<file path="src/inc/ssdr_pkg.sv">
`default_nettype none
package ssdr_pkg;

  // Register byte offsets
  localparam logic [7:0] ADDR_PART_CODE    = 8'h92;
  localparam logic [7:0] ADDR_MAIN_FLAGS   = 8'h93;
  localparam logic [7:0] ADDR_CLEAR_LOW    = 8'h94;
  localparam logic [7:0] ADDR_CLEAR_HIGH   = 8'h95;
  localparam logic [7:0] ADDR_RED_LOW      = 8'h96;
  localparam logic [7:0] ADDR_RED_HIGH     = 8'h97;
  localparam logic [7:0] ADDR_GREEN_LOW    = 8'h98;
  localparam logic [7:0] ADDR_GREEN_HIGH   = 8'h99;
  localparam logic [7:0] ADDR_BLUE_LOW     = 8'h9A;
  localparam logic [7:0] ADDR_BLUE_HIGH    = 8'h9B;
  localparam logic [7:0] ADDR_PROX_LOW     = 8'h9C;
  localparam logic [7:0] ADDR_PROX_HIGH    = 8'h9D;
  localparam logic [7:0] ADDR_SECONDARY    = 8'h9E;

  // Identification code; the value is arbitrary
  localparam logic [5:0] PART_CODE_VALUE   = 6'h15;
  localparam logic [1:0] PART_CODE_RSVD    = 2'h0;

  // Main flag bit positions
  localparam int MF_LIGHT_SAT   = 7;
  localparam int MF_PROX_SAT    = 6;
  localparam int MF_PROX_IRQ    = 5;
  localparam int MF_AMB_IRQ     = 4;
  localparam int MF_PATTERN     = 3;
  localparam int MF_MOTION      = 2;
  localparam int MF_CALIB       = 1;

  // Secondary flag bit positions
  localparam int SF_PROX_VALID  = 7;
  localparam int SF_AMB_VALID   = 6;
  localparam int SF_AMB_CNT_SAT = 4;
  localparam int SF_AMB_ANA_SAT = 3;
  localparam int SF_PROX_CONV   = 2;
  localparam int SF_PROX_REFL   = 1;
  localparam int SF_PROX_AMB    = 0;

  // Reset values
  localparam logic [7:0] MAIN_FLAGS_RESET = 8'h00;
  localparam logic [7:0] SEC_FLAGS_RESET  = 8'h00;
  localparam logic [6:0] PULSES_RESET     = 7'h01;
  localparam logic [7:0] UNMAPPED_DATA    = 8'h00;

  // Automatic pulse control marks on the averaged 10-bit converter value
  localparam logic [9:0] APC_HIGH_MARK    = 10'h300;
  localparam logic [9:0] APC_LOW_MARK     = 10'h100;
  localparam logic [6:0] PULSES_MIN       = 7'h01;

  // Divider shape: numerator is diode sum times 16, divisor diodes*pulses
  localparam int DIV_NUM_W = 16;
  localparam int DIV_DEN_W = 9;

  typedef struct packed {
    logic [15:0] clear;
    logic [15:0] red;
    logic [15:0] green;
    logic [15:0] blue;
  } ssdr_color_t;

  typedef struct packed {
    logic       ambient_saturation_irq_enable;
    logic       proximity_saturation_irq_enable;
    logic       proximity_irq_enable;
    logic       ambient_irq_enable;
    logic       pattern_irq_enable;
    logic       motion_irq_enable;
    logic [2:0] calib_cause_enable;
    logic       proximity_enable;
    logic       ambient_enable;
    logic [5:0] max_pulses;
    logic [3:0] diode_mask;
  } ssdr_cfg_t;

  typedef struct packed {
    logic converter;
    logic reflected;
    logic ambient;
  } ssdr_prox_sat_t;

  typedef enum logic [1:0] {
    PX_IDLE = 2'b00,
    PX_LOAD = 2'b01,
    PX_WAIT = 2'b11
  } ssdr_px_state_t;

endpackage
`default_nettype wire

</file>
<file path="src/rtl/ssdr_div.sv">
`default_nettype none
module ssdr_div
  import ssdr_pkg::*;
#(
  parameter int NW = 16,
  parameter int DW = 9
) (
  // Clock and reset
  input  wire logic          sys_clk,
  input  wire logic          rstn,
  // Request
  input  wire logic          start,
  input  wire logic [NW-1:0] num,
  input  wire logic [DW-1:0] den,
  // Answer
  output logic               busy,
  output logic               done,
  output logic [NW-1:0]      quot
);

  logic [DW:0]   rem_r;
  logic [NW-1:0] q_r;
  logic [DW-1:0] den_r;
  logic [5:0]    cnt_r;
  logic [DW:0]   trial;

  assign trial = {rem_r[DW-1:0], q_r[NW-1]};
  assign quot  = q_r;
  assign busy  = (cnt_r != 6'h00);

  // One quotient bit per cycle; divisor must be nonzero
  always_ff @(posedge sys_clk) begin
    if (!rstn) begin
      rem_r <= '0;
      q_r   <= '0;
      den_r <= '0;
      cnt_r <= 6'h00;
      done  <= 1'b0;
    end else begin
      done <= 1'b0;
      if (start && !busy) begin
        rem_r <= '0;
        q_r   <= num;
        den_r <= den;
        cnt_r <= 6'(NW);
      end else if (busy) begin
        if (trial >= {1'b0, den_r}) begin
          rem_r <= trial - {1'b0, den_r};
          q_r   <= {q_r[NW-2:0], 1'b1};
        end else begin
          rem_r <= trial;
          q_r   <= {q_r[NW-2:0], 1'b0};
        end
        cnt_r <= cnt_r - 6'h01;
        done  <= (cnt_r == 6'h01);
      end
    end
  end

endmodule
`default_nettype wire

</file>
<file path="src/rtl/ssdr_regs.sv">
// Overview of operation
// - Main flags change only by hardware events
// - Bit 7 reports ambient saturation when enabled
// - Bit 6 reports proximity analog saturation
// - Bit 5 reports qualified proximity events
// - Bit 4 reports qualified ambient events
// - Bit 3 pattern done, mirrored outward
// - Bit 2 motion FIFO level or valid
// - Motion flag clears when FIFO drained
// - Bit 1 calibration or enabled cause events
// - Clear low read latches all colors
// - Colors little-endian in C,R,G,B order
// - Proximity result 14 bits over two bytes
// - Pulse count falls as signal grows
// - Result is converter times 16 over pulses
// - Average over unmasked diodes only
// - Proximity valid after cycle, cleared otherwise
// - Ambient valid after cycle, cleared otherwise
// - Ambient counter saturation flag bit 4
// - Ambient analog saturation flag bit 3
// - Proximity saturation detail bits 2..0
// - Fixed identification code, low bits zero
// - Bit 7 ambient saturation only while enabled
// - Mask bit removes diode from average
`default_nettype none
module ssdr_regs
  import ssdr_pkg::*;
(
  // Clock and reset
  input  wire logic            sys_clk,
  input  wire logic            rstn,
  // Register read port
  input  wire logic            rd_en,
  input  wire logic [7:0]      rd_addr,
  output logic      [7:0]      rd_data_r,
  output logic                 rd_valid_r,
  // Configuration from the control registers
  input  wire ssdr_cfg_t       cfg,
  // Ambient engine
  input  wire logic            amb_cycle_done,
  input  wire ssdr_color_t     color_live,
  input  wire logic            amb_counter_sat,
  input  wire logic            amb_analog_sat,
  input  wire logic            amb_irq_event,
  // Proximity engine
  input  wire logic            prox_cycle_done,
  input  wire logic [3:0][9:0] diode_adc,
  input  wire ssdr_prox_sat_t  prox_sat,
  input  wire logic            prox_irq_event,
  output logic      [6:0]      pulses_used_r,
  // Pattern, motion and calibration engines
  input  wire logic            pattern_done,
  input  wire logic [5:0]      motion_fifo_level,
  input  wire logic [5:0]      motion_fifo_threshold,
  input  wire logic            motion_data_valid,
  input  wire logic            motion_engine_mode,
  input  wire logic            fifo_drained,
  input  wire logic            calib_done,
  input  wire logic [2:0]      calib_cause,
  input  wire logic [7:0]      main_flags_clear,
  // Flag outputs
  output logic      [7:0]      main_flags_r,
  output logic                 pattern_engine_flag
);

  ssdr_color_t    color_latch_r;
  logic [7:0]     sec_flags_r;
  logic [13:0]    prox_result_r;
  ssdr_prox_sat_t prox_sat_cap_r;
  ssdr_px_state_t px_state_r;
  logic [15:0]    div_num_r;
  logic [8:0]     div_den_r;
  logic           apc_down_r;
  logic           apc_up_r;
  logic           zero_diodes_r;
  logic           mode_d_r;
  logic           prox_en_d_r;
  logic           amb_en_d_r;
  logic [7:0]     rd_data_nxt;
  logic [7:0]     flag_set;
  logic [7:0]     flag_clr;
  logic [11:0]    diode_sum;
  logic [2:0]     diode_cnt;
  logic [6:0]     pulses_max;
  logic           div_busy;
  logic           div_done;
  logic [15:0]    div_quot;
  logic           px_accept;
  logic           rd_clear_low;
  logic           rd_prox_high;
  logic           prox_update;

  assign pulses_max   = {1'b0, cfg.max_pulses} + 7'h01;
  assign rd_clear_low = rd_en && (rd_addr == ADDR_CLEAR_LOW);
  assign rd_prox_high = rd_en && (rd_addr == ADDR_PROX_HIGH);
  assign px_accept    = prox_cycle_done && (px_state_r == PX_IDLE);

  always_comb begin
    diode_sum = 12'h000;
    diode_cnt = 3'h0;
    for (int i = 0; i < 4; i++) begin
      if (!cfg.diode_mask[i]) begin
        diode_sum = diode_sum + {2'h0, diode_adc[i]};
        diode_cnt = diode_cnt + 3'h1;
      end
    end
  end

  // Samples arriving while a division runs are dropped
  always_ff @(posedge sys_clk) begin
    if (!rstn) begin
      px_state_r     <= PX_IDLE;
      div_num_r      <= 16'h0000;
      div_den_r      <= 9'h000;
      apc_down_r     <= 1'b0;
      apc_up_r       <= 1'b0;
      zero_diodes_r  <= 1'b0;
      prox_sat_cap_r <= '0;
    end else begin
      unique case (px_state_r)
        PX_IDLE: begin
          if (prox_cycle_done) begin
            div_num_r      <= {diode_sum, 4'h0};
            // Operands widened first so the product cannot wrap
            div_den_r      <= {6'h00, diode_cnt} * {2'h0, pulses_used_r};
            apc_down_r     <= {1'h0, diode_sum} >=
                              ({10'h000, diode_cnt} * {3'h0, APC_HIGH_MARK});
            apc_up_r       <= {1'h0, diode_sum} <
                              ({10'h000, diode_cnt} * {3'h0, APC_LOW_MARK});
            zero_diodes_r  <= (diode_cnt == 3'h0);
            prox_sat_cap_r <= prox_sat;
            px_state_r     <= PX_LOAD;
          end
        end
        PX_LOAD: begin
          px_state_r <= zero_diodes_r ? PX_IDLE : PX_WAIT;
        end
        PX_WAIT: begin
          if (div_done) begin
            px_state_r <= PX_IDLE;
          end
        end
      endcase
    end
  end

  ssdr_div #(
    .NW (DIV_NUM_W),
    .DW (DIV_DEN_W)
  ) u_div (
    .sys_clk (sys_clk),
    .rstn    (rstn),
    .start   (px_state_r == PX_LOAD && !zero_diodes_r),
    .num     (div_num_r),
    .den     (div_den_r),
    .busy    (div_busy),
    .done    (div_done),
    .quot    (div_quot)
  );

  // All diodes masked gives a zero result without dividing
  assign prox_update = (px_state_r == PX_WAIT && div_done) ||
                       (px_state_r == PX_LOAD && zero_diodes_r);

  always_ff @(posedge sys_clk) begin
    if (!rstn) begin
      prox_result_r <= 14'h0000;
    end else if (prox_update) begin
      prox_result_r <= zero_diodes_r ? 14'h0000 : div_quot[13:0];
    end
  end

  always_ff @(posedge sys_clk) begin
    if (!rstn) begin
      pulses_used_r <= PULSES_RESET;
    end else if (pulses_used_r > pulses_max) begin
      pulses_used_r <= pulses_max;
    end else if (prox_update && apc_down_r &&
                 pulses_used_r > PULSES_MIN) begin
      pulses_used_r <= pulses_used_r - 7'h01;
    end else if (prox_update && apc_up_r &&
                 pulses_used_r < pulses_max) begin
      pulses_used_r <= pulses_used_r + 7'h01;
    end
  end

  always_ff @(posedge sys_clk) begin
    if (!rstn) begin
      mode_d_r    <= 1'b0;
      prox_en_d_r <= 1'b0;
      amb_en_d_r  <= 1'b0;
    end else begin
      mode_d_r    <= motion_engine_mode;
      prox_en_d_r <= cfg.proximity_enable;
      amb_en_d_r  <= cfg.ambient_enable;
    end
  end

  // Hardware event sources for the main flags
  always_comb begin
    flag_set = 8'h00;
    flag_set[MF_LIGHT_SAT] = amb_cycle_done &&
                             cfg.ambient_saturation_irq_enable &&
                             (amb_counter_sat || amb_analog_sat);
    // analog saturation of the sampled cycle
    flag_set[MF_PROX_SAT]  = px_accept &&
                             cfg.proximity_saturation_irq_enable &&
                             (prox_sat.reflected || prox_sat.ambient);
    flag_set[MF_PROX_IRQ]  = prox_irq_event && cfg.proximity_irq_enable;
    flag_set[MF_AMB_IRQ]   = amb_irq_event && cfg.ambient_irq_enable;
    flag_set[MF_PATTERN]   = pattern_done && cfg.pattern_irq_enable;
    // FIFO level or valid at mode exit
    flag_set[MF_MOTION]    = cfg.motion_irq_enable &&
        ((motion_fifo_level != 6'h00 &&
          motion_fifo_level > motion_fifo_threshold) ||
         (motion_data_valid && mode_d_r && !motion_engine_mode));
    flag_set[MF_CALIB]     = calib_done ||
                             |(calib_cause & cfg.calib_cause_enable);
  end

  always_comb begin
    flag_clr = main_flags_clear;
    flag_clr[MF_MOTION] = main_flags_clear[MF_MOTION] || fifo_drained;
  end

  // no write path; set wins over clear
  always_ff @(posedge sys_clk) begin
    if (!rstn) begin
      main_flags_r <= MAIN_FLAGS_RESET;
    end else begin
      main_flags_r <= ((main_flags_r & ~flag_clr) | flag_set) & 8'hFE;
    end
  end

  assign pattern_engine_flag = main_flags_r[MF_PATTERN];

  // Secondary flags: valid bits set-wins, saturation bits per cycle
  always_ff @(posedge sys_clk) begin
    if (!rstn) begin
      sec_flags_r <= SEC_FLAGS_RESET;
    end else begin
      if (prox_update) begin
        sec_flags_r[SF_PROX_VALID] <= 1'b1;
      end else if (rd_prox_high ||
                   (cfg.proximity_enable && !prox_en_d_r)) begin
        sec_flags_r[SF_PROX_VALID] <= 1'b0;
      end
      if (amb_cycle_done) begin
        sec_flags_r[SF_AMB_VALID] <= 1'b1;
      end else if (rd_clear_low ||
                   (cfg.ambient_enable && !amb_en_d_r)) begin
        sec_flags_r[SF_AMB_VALID] <= 1'b0;
      end
      if (amb_cycle_done) begin
        sec_flags_r[SF_AMB_CNT_SAT] <= amb_counter_sat;
        sec_flags_r[SF_AMB_ANA_SAT] <= amb_analog_sat;
      end
      if (prox_update) begin
        sec_flags_r[SF_PROX_CONV] <= prox_sat_cap_r.converter;
        sec_flags_r[SF_PROX_REFL] <= prox_sat_cap_r.reflected;
        sec_flags_r[SF_PROX_AMB]  <= prox_sat_cap_r.ambient;
      end
    end
  end

  always_ff @(posedge sys_clk) begin
    if (!rstn) begin
      color_latch_r <= '0;
    end else if (rd_clear_low) begin
      color_latch_r <= color_live;
    end
  end

  always_comb begin
    unique case (rd_addr)
      ADDR_PART_CODE:  rd_data_nxt = {PART_CODE_VALUE, PART_CODE_RSVD};
      ADDR_MAIN_FLAGS: rd_data_nxt = main_flags_r;
      ADDR_CLEAR_LOW:  rd_data_nxt = color_live.clear[7:0];
      ADDR_CLEAR_HIGH: rd_data_nxt = color_latch_r.clear[15:8];
      ADDR_RED_LOW:    rd_data_nxt = color_latch_r.red[7:0];
      ADDR_RED_HIGH:   rd_data_nxt = color_latch_r.red[15:8];
      ADDR_GREEN_LOW:  rd_data_nxt = color_latch_r.green[7:0];
      ADDR_GREEN_HIGH: rd_data_nxt = color_latch_r.green[15:8];
      ADDR_BLUE_LOW:   rd_data_nxt = color_latch_r.blue[7:0];
      ADDR_BLUE_HIGH:  rd_data_nxt = color_latch_r.blue[15:8];
      ADDR_PROX_LOW:   rd_data_nxt = prox_result_r[7:0];
      ADDR_PROX_HIGH:  rd_data_nxt = {2'h0, prox_result_r[13:8]};
      ADDR_SECONDARY:  rd_data_nxt = sec_flags_r & 8'hDF;
      default:         rd_data_nxt = UNMAPPED_DATA;
    endcase
  end

  // one byte per strobe, next cycle
  always_ff @(posedge sys_clk) begin
    if (!rstn) begin
      rd_data_r  <= 8'h00;
      rd_valid_r <= 1'b0;
    end else begin
      rd_valid_r <= rd_en;
      if (rd_en) begin
        rd_data_r <= rd_data_nxt;
      end
    end
  end
endmodule
`default_nettype wire

</file>
<file path="config.mk">
export PLATFORM = sky130hd
export DESIGN_NAME = ssdr_regs
export DESIGN_NICKNAME = d
export VERILOG_FILES = /design/src/inc/ssdr_pkg.sv /design/src/rtl/ssdr_div.sv /design/src/rtl/ssdr_regs.sv
export SDC_FILE = /design/constraint.sdc
export NUM_CORES = 1
export LEC_CHECK = 0
export BUFFER_PORTS_ARGS = -buffer_cell sky130_fd_sc_hd__buf_4
export CORE_MARGIN = 4
export CORE_UTILIZATION = 56
export DETAILED_ROUTE_END_ITERATION = 10
export PLACE_DENSITY = 0.79
export SETUP_SLACK_MARGIN = 0.3
export SLEW_MARGIN = 40
export SYNTH_ARGS = -nofsm -noshare
export SYNTH_HDL_FRONTEND = slang
export SYNTH_SLANG_ARGS = --single-unit
</file>
<file path="constraint.sdc">
create_clock -name sys_clk -period 15.8 [get_ports sys_clk]
set_input_delay 0.79 -clock sys_clk [delete_from_list [all_inputs] [get_ports sys_clk]]
set_output_delay 0.79 -clock sys_clk [all_outputs]
set_load 0.01 [all_outputs]
</file>
==> insert_results.sql <==
INSERT INTO impl_metrics (metric_group, metric, value, unit) VALUES
('cts', 'cts-hold-fix-buffers', '0', ''),
('timing', 'totalNegativeSetupSlack', '0', 'ns'),
('cts', 'h-tree-depth', '4', ''),
('setup_path', 'critPathSlowestCell', 'or4b_1', ''),
('logic_synthesis', 'synth_ff_type', 'dfxtp_1', ''),
('timing', 'fmax', '148.0', 'MHz'),
('global_routing', 'grt_start_max_net_pins', '83', ''),
('global_routing', 'grt_overflow_total', '0', ''),
('timing', 'timing.final.max_slew_violations', '0', ''),
('timing', 'min_period', '6.759', 'ns'),
('cts', 'ctsLongestPathBuffers', '2', ''),
('pwr', 'swShare', '37.18', '%'),
('finish', 'final_layout_size_suffix_gt1_share', '18.31', '%'),
('cts', 'tritoncts', 'done', ''),
('detailed_routing', 'drtAntennaViolNets', '0', ''),
('timing', 'timing.final.setup_violations', '0', ''),
('setup_path', 'timing.reg2reg.worst_path_depth', '13', ''),
('detailed_routing', 'detail_route.vias_per_cell', '5.688', ''),
('setup_path', 'worst_setup_path_end_kind', 'register', ''),
('setup_path', 'crit_end', 'apc_down_r$_SDFFE_PN0P_', ''),
('logic_synthesis', 'netlist_instances', '1389', ''),
('finish', 'synthToLayoutAreaGrowth', '19.95', '%'),
('pwr', 'power_report.internal_total', '0.0009593', 'W'),
('logic_synthesis', 'synth.avg_cell_area', '7.779', 'um2'),
('setup_path', 'start_kind', 'input port', ''),
('placement', 'numPortBuffers', '195', ''),
('logic_synthesis', 'synth.ff_latch_count', '173', ''),
('detailed_routing', 'first_iter_violations', '795', ''),
('logic_synthesis', 'ys_types', '78', ''),
('placement', 'hpwl', '21460', 'um'),
('timing', 'final-hold-violation-count', '0', ''),
('cts', 'cts.clk_slew.worst_paths', '0.07', 'ns'),
('global_routing', 'first_pass_grt_wire_length', '46750', 'um'),
('pwr', 'overall_power_after_layout', '0.001527', 'W'),
('pwr', 'share_comb_of_total_power', '37.2', '%'),
('global_routing', 'antenna_found_initial', '0', ''),
('floorplan', 'start_util', '57.38', '%'),
('setup_path', 'critPathRequiredTime', '16.16', 'ns'),
('logic_synthesis', 'sequential_element_share_of_the_synthesized_area', '32.05', '%'),
('min_path', 'tightest_hold_check_type', 'register to register', ''),
('floorplan', 'core_area', '18830', 'um2'),
('floorplan', 'fp-row-count', '50', ''),
('global_routing', 'grt_use_total', '25.98', '%'),
('detailed_routing', 'drc_errors', '0', ''),
('pwr', 'pwr-share-seq', '35.6', '%'),
('detailed_routing', 'routed_wl', '28810', 'um'),
('setup_path', 'critPathKind', 'input port to register', ''),
('cts', 'clock-sinks', '173', ''),
('timing', 'rsz0062_at_grt', 'false', ''),
('floorplan', 'die_height', '146.9', 'um'),
('logic_synthesis', 'synth_nets', '1647', ''),
('setup_path', 'regToRegSetupSlack', '12.85', 'ns'),
('timing', 'timing.slew.headroom', '48.20', '%'),
('run', 'drv_cap', '0', ''),
('timing', 'hold-worst-slack', '0.4518', 'ns'),
('pwr', 'leakage', '5.399', 'nW'),
('global_routing', 'grt_pass1_vias', '9786', ''),
('floorplan', 'design.die.area', '21580', 'um2'),
('timing', 'post-route-period-util', '42.78', '%'),
('outcome', 'status', 'completed', ''),
('logic_synthesis', 'synth-warning-count', '0', ''),
('placement', 'gp_congestion', '0.9403', ''),
('pwr', 'power_frac_clock', '27.2', '%'),
('logic_synthesis', 'asyncSetResetFlopFracSynth', '0', '%'),
('cts', 'cts_buffers', '17', ''),
('finish', 'layout_net_count', '1791', ''),
('timing', 'final.setup_skew', '0.008518', 'ns'),
('setup_path', 'path_max_fanout', '15', ''),
('cts', 'cts_resized', '0', ''),
('detailed_routing', 'drt_pass1_iterations', '5', ''),
('floorplan', 'boundaryPins', '198', '');
==> cell type report <==
cell class | instances | area [um2] | share of cell area [%]
clock buffer | 18 | 439.2 | 3.388
clock inverter | 14 | 143.9 | 1.110
inverter | 77 | 291.5 | 2.249
multi-input combinational | 1063 | 6785 | 52.35
sequential | 173 | 3463 | 26.72
tap | 260 | 325.3 | 2.510
timing repair buffer | 201 | 1513 | 11.67
==> power by group through the flow <==
stage / combinational, W / clock, W / sequential, W
floorplan: 0.000427 / 0 / 0.000531
global placement: 0.000542 / 0 / 0.000550
detailed placement: 0.000557 / 0 / 0.000551
CTS: 0.000563 / 0.000421 / 0.000542
global route: 0.000646 / 0.000441 / 0.000551
finish: 0.000568 / 0.000416 / 0.000544
==> Yosys cell counts, types with 10 or more instances <==
cell / number / area share [%]
or3_1: 13 / 0.75
buf_1: 10 / 0.35
mux4_2: 11 / 2.3
clkbuf_1: 60 / 2.1
nor2_1: 127 / 4.4
dfxtp_1: 173 / 32
nor2b_1: 18 / 1.0
a211oi_1: 18 / 1.3
xnor2_1: 28 / 2.3
fa_1: 11 / 2.0
inv_1: 74 / 2.6
a21oi_1: 152 / 7.0
a311oi_1: 16 / 1.3
o21ai_0: 44 / 2.0
and2_1: 10 / 0.58
nor3_1: 21 / 0.97
ha_1: 74 / 8.6
a31oi_1: 11 / 0.64
nand2_1: 262 / 9.1
a21o_1: 11 / 0.76
xor2_1: 15 / 1.2
nand3_1: 28 / 1.3
nand2b_1: 12 / 0.69
a22oi_1: 23 / 1.6
mux2i_1: 15 / 1.4
==> flip-flops by register name, indices dropped and copies added, names as in the netlist, 2 cells and up <==
register        cells
sec_flags_r         7
rd_data_r           8
pulses_used_r       7
u_div.rem_r         9
u_div.quot         16
div_den_r           9
u_div.den_r         9
main_flags_r        7
div_num_r          12
color_latch_r      56
u_div.cnt_r         6
px_state_r          2
prox_result_r      14
prox_sat_cap_r      3
==> critical path, delay by kind of cell <==
kind / cells / cell delay (ns)
buf+inv: 3 / 0.30
mux: 1 / 0.27
fa+ha+maj: 6 / 1.84
xor+xnor: 2 / 0.36
simple gates: 7 / 1.45
compound gates: 12 / 2.10
==> metrics by stage <==
| stage | util (%) | cells | instance area [um2] | setup slack [ns] |
|---|---|---|---|---|
| after floorplan | - | 1389 | 10810 | 9.403 |
| after global placement | 65.56 | 1774 | 12350 | 8.677 |
| after detailed placement | 65.63 | 1774 | 12360 | 8.627 |
| after CTS | 68.73 | 1806 | 12940 | 9.039 |
| after global routing | 68.83 | 1806 | 12960 | 8.477 |
| final | 68.83 | 1806 | 12960 | 9.041 |
==> how the worst min path moves through the flow <==
stage	start	end	slack, ns	cells after the start
floorplan	prox_sat_cap_r[0]$_SDFFE_PN0P_	sec_flags_r[0]$_SDFFE_PN0N_	0.43	2
global placement	color_latch_r[43]$_SDFFE_PN0P_	color_latch_r[43]$_SDFFE_PN0P_	0.44	2
detailed placement	color_latch_r[15]$_SDFFE_PN0P_	color_latch_r[15]$_SDFFE_PN0P_	0.44	2
CTS	color_latch_r[15]$_SDFFE_PN0P_	color_latch_r[15]$_SDFFE_PN0P_	0.45	2
global route	color_latch_r[24]$_SDFFE_PN0P_	color_latch_r[24]$_SDFFE_PN0P_	0.47	2
finish	color_latch_r[15]$_SDFFE_PN0P_	color_latch_r[15]$_SDFFE_PN0P_	0.45	2
==> kinds of logic (layout without fill, tap and decap cells) <==
group | Yosys count | count (layout) | share of synthesized area [%]
and+or+nand+nor | 537 | 537 | 22.05
adders and majority gates | 89 | 89 | 11.00
DFF | 173 | 173 | 32.05
buffers and inverters | 153 | 310 | 5.512
xor gates and xnor gates | 44 | 44 | 3.694
AOI/OAI and AO/OA | 358 | 358 | 21.14
muxes | 34 | 34 | 4.516
other | 1 | 1 | 0.03470
==> layout by cell type, fill, tap and decap left out, types with 12 or more instances in the layout <==
| cell | count |
|---|---|
| nand2_1 | 262 |
| buf_4 | 200 |
| dfxtp_1 | 173 |
| a21oi_1 | 152 |
| nor2_1 | 126 |
| inv_1 | 74 |
| ha_1 | 74 |
| o21ai_0 | 44 |
| xnor2_1 | 27 |
| nand3_1 | 27 |
| a22oi_1 | 23 |
| nor3_1 | 20 |
| nor2b_1 | 18 |
| a211oi_1 | 18 |
| clkbuf_16 | 17 |
| a311oi_1 | 16 |
| xor2_1 | 15 |
| mux2i_1 | 15 |
| or3_1 | 13 |
| nand2b_1 | 12 |
==> routing by layer <==
layer  GRT usage (%)  share of wire, %  vias to the layer above
met3           4.411               5.8                       56
met2           44.71                49                      311
met5               0                 0                        -
met4           8.760               2.6                        0
met1           33.17                43                     4774
li1                -                 -                     5131
Note: power is estimated with default switching activity, not from simulation.
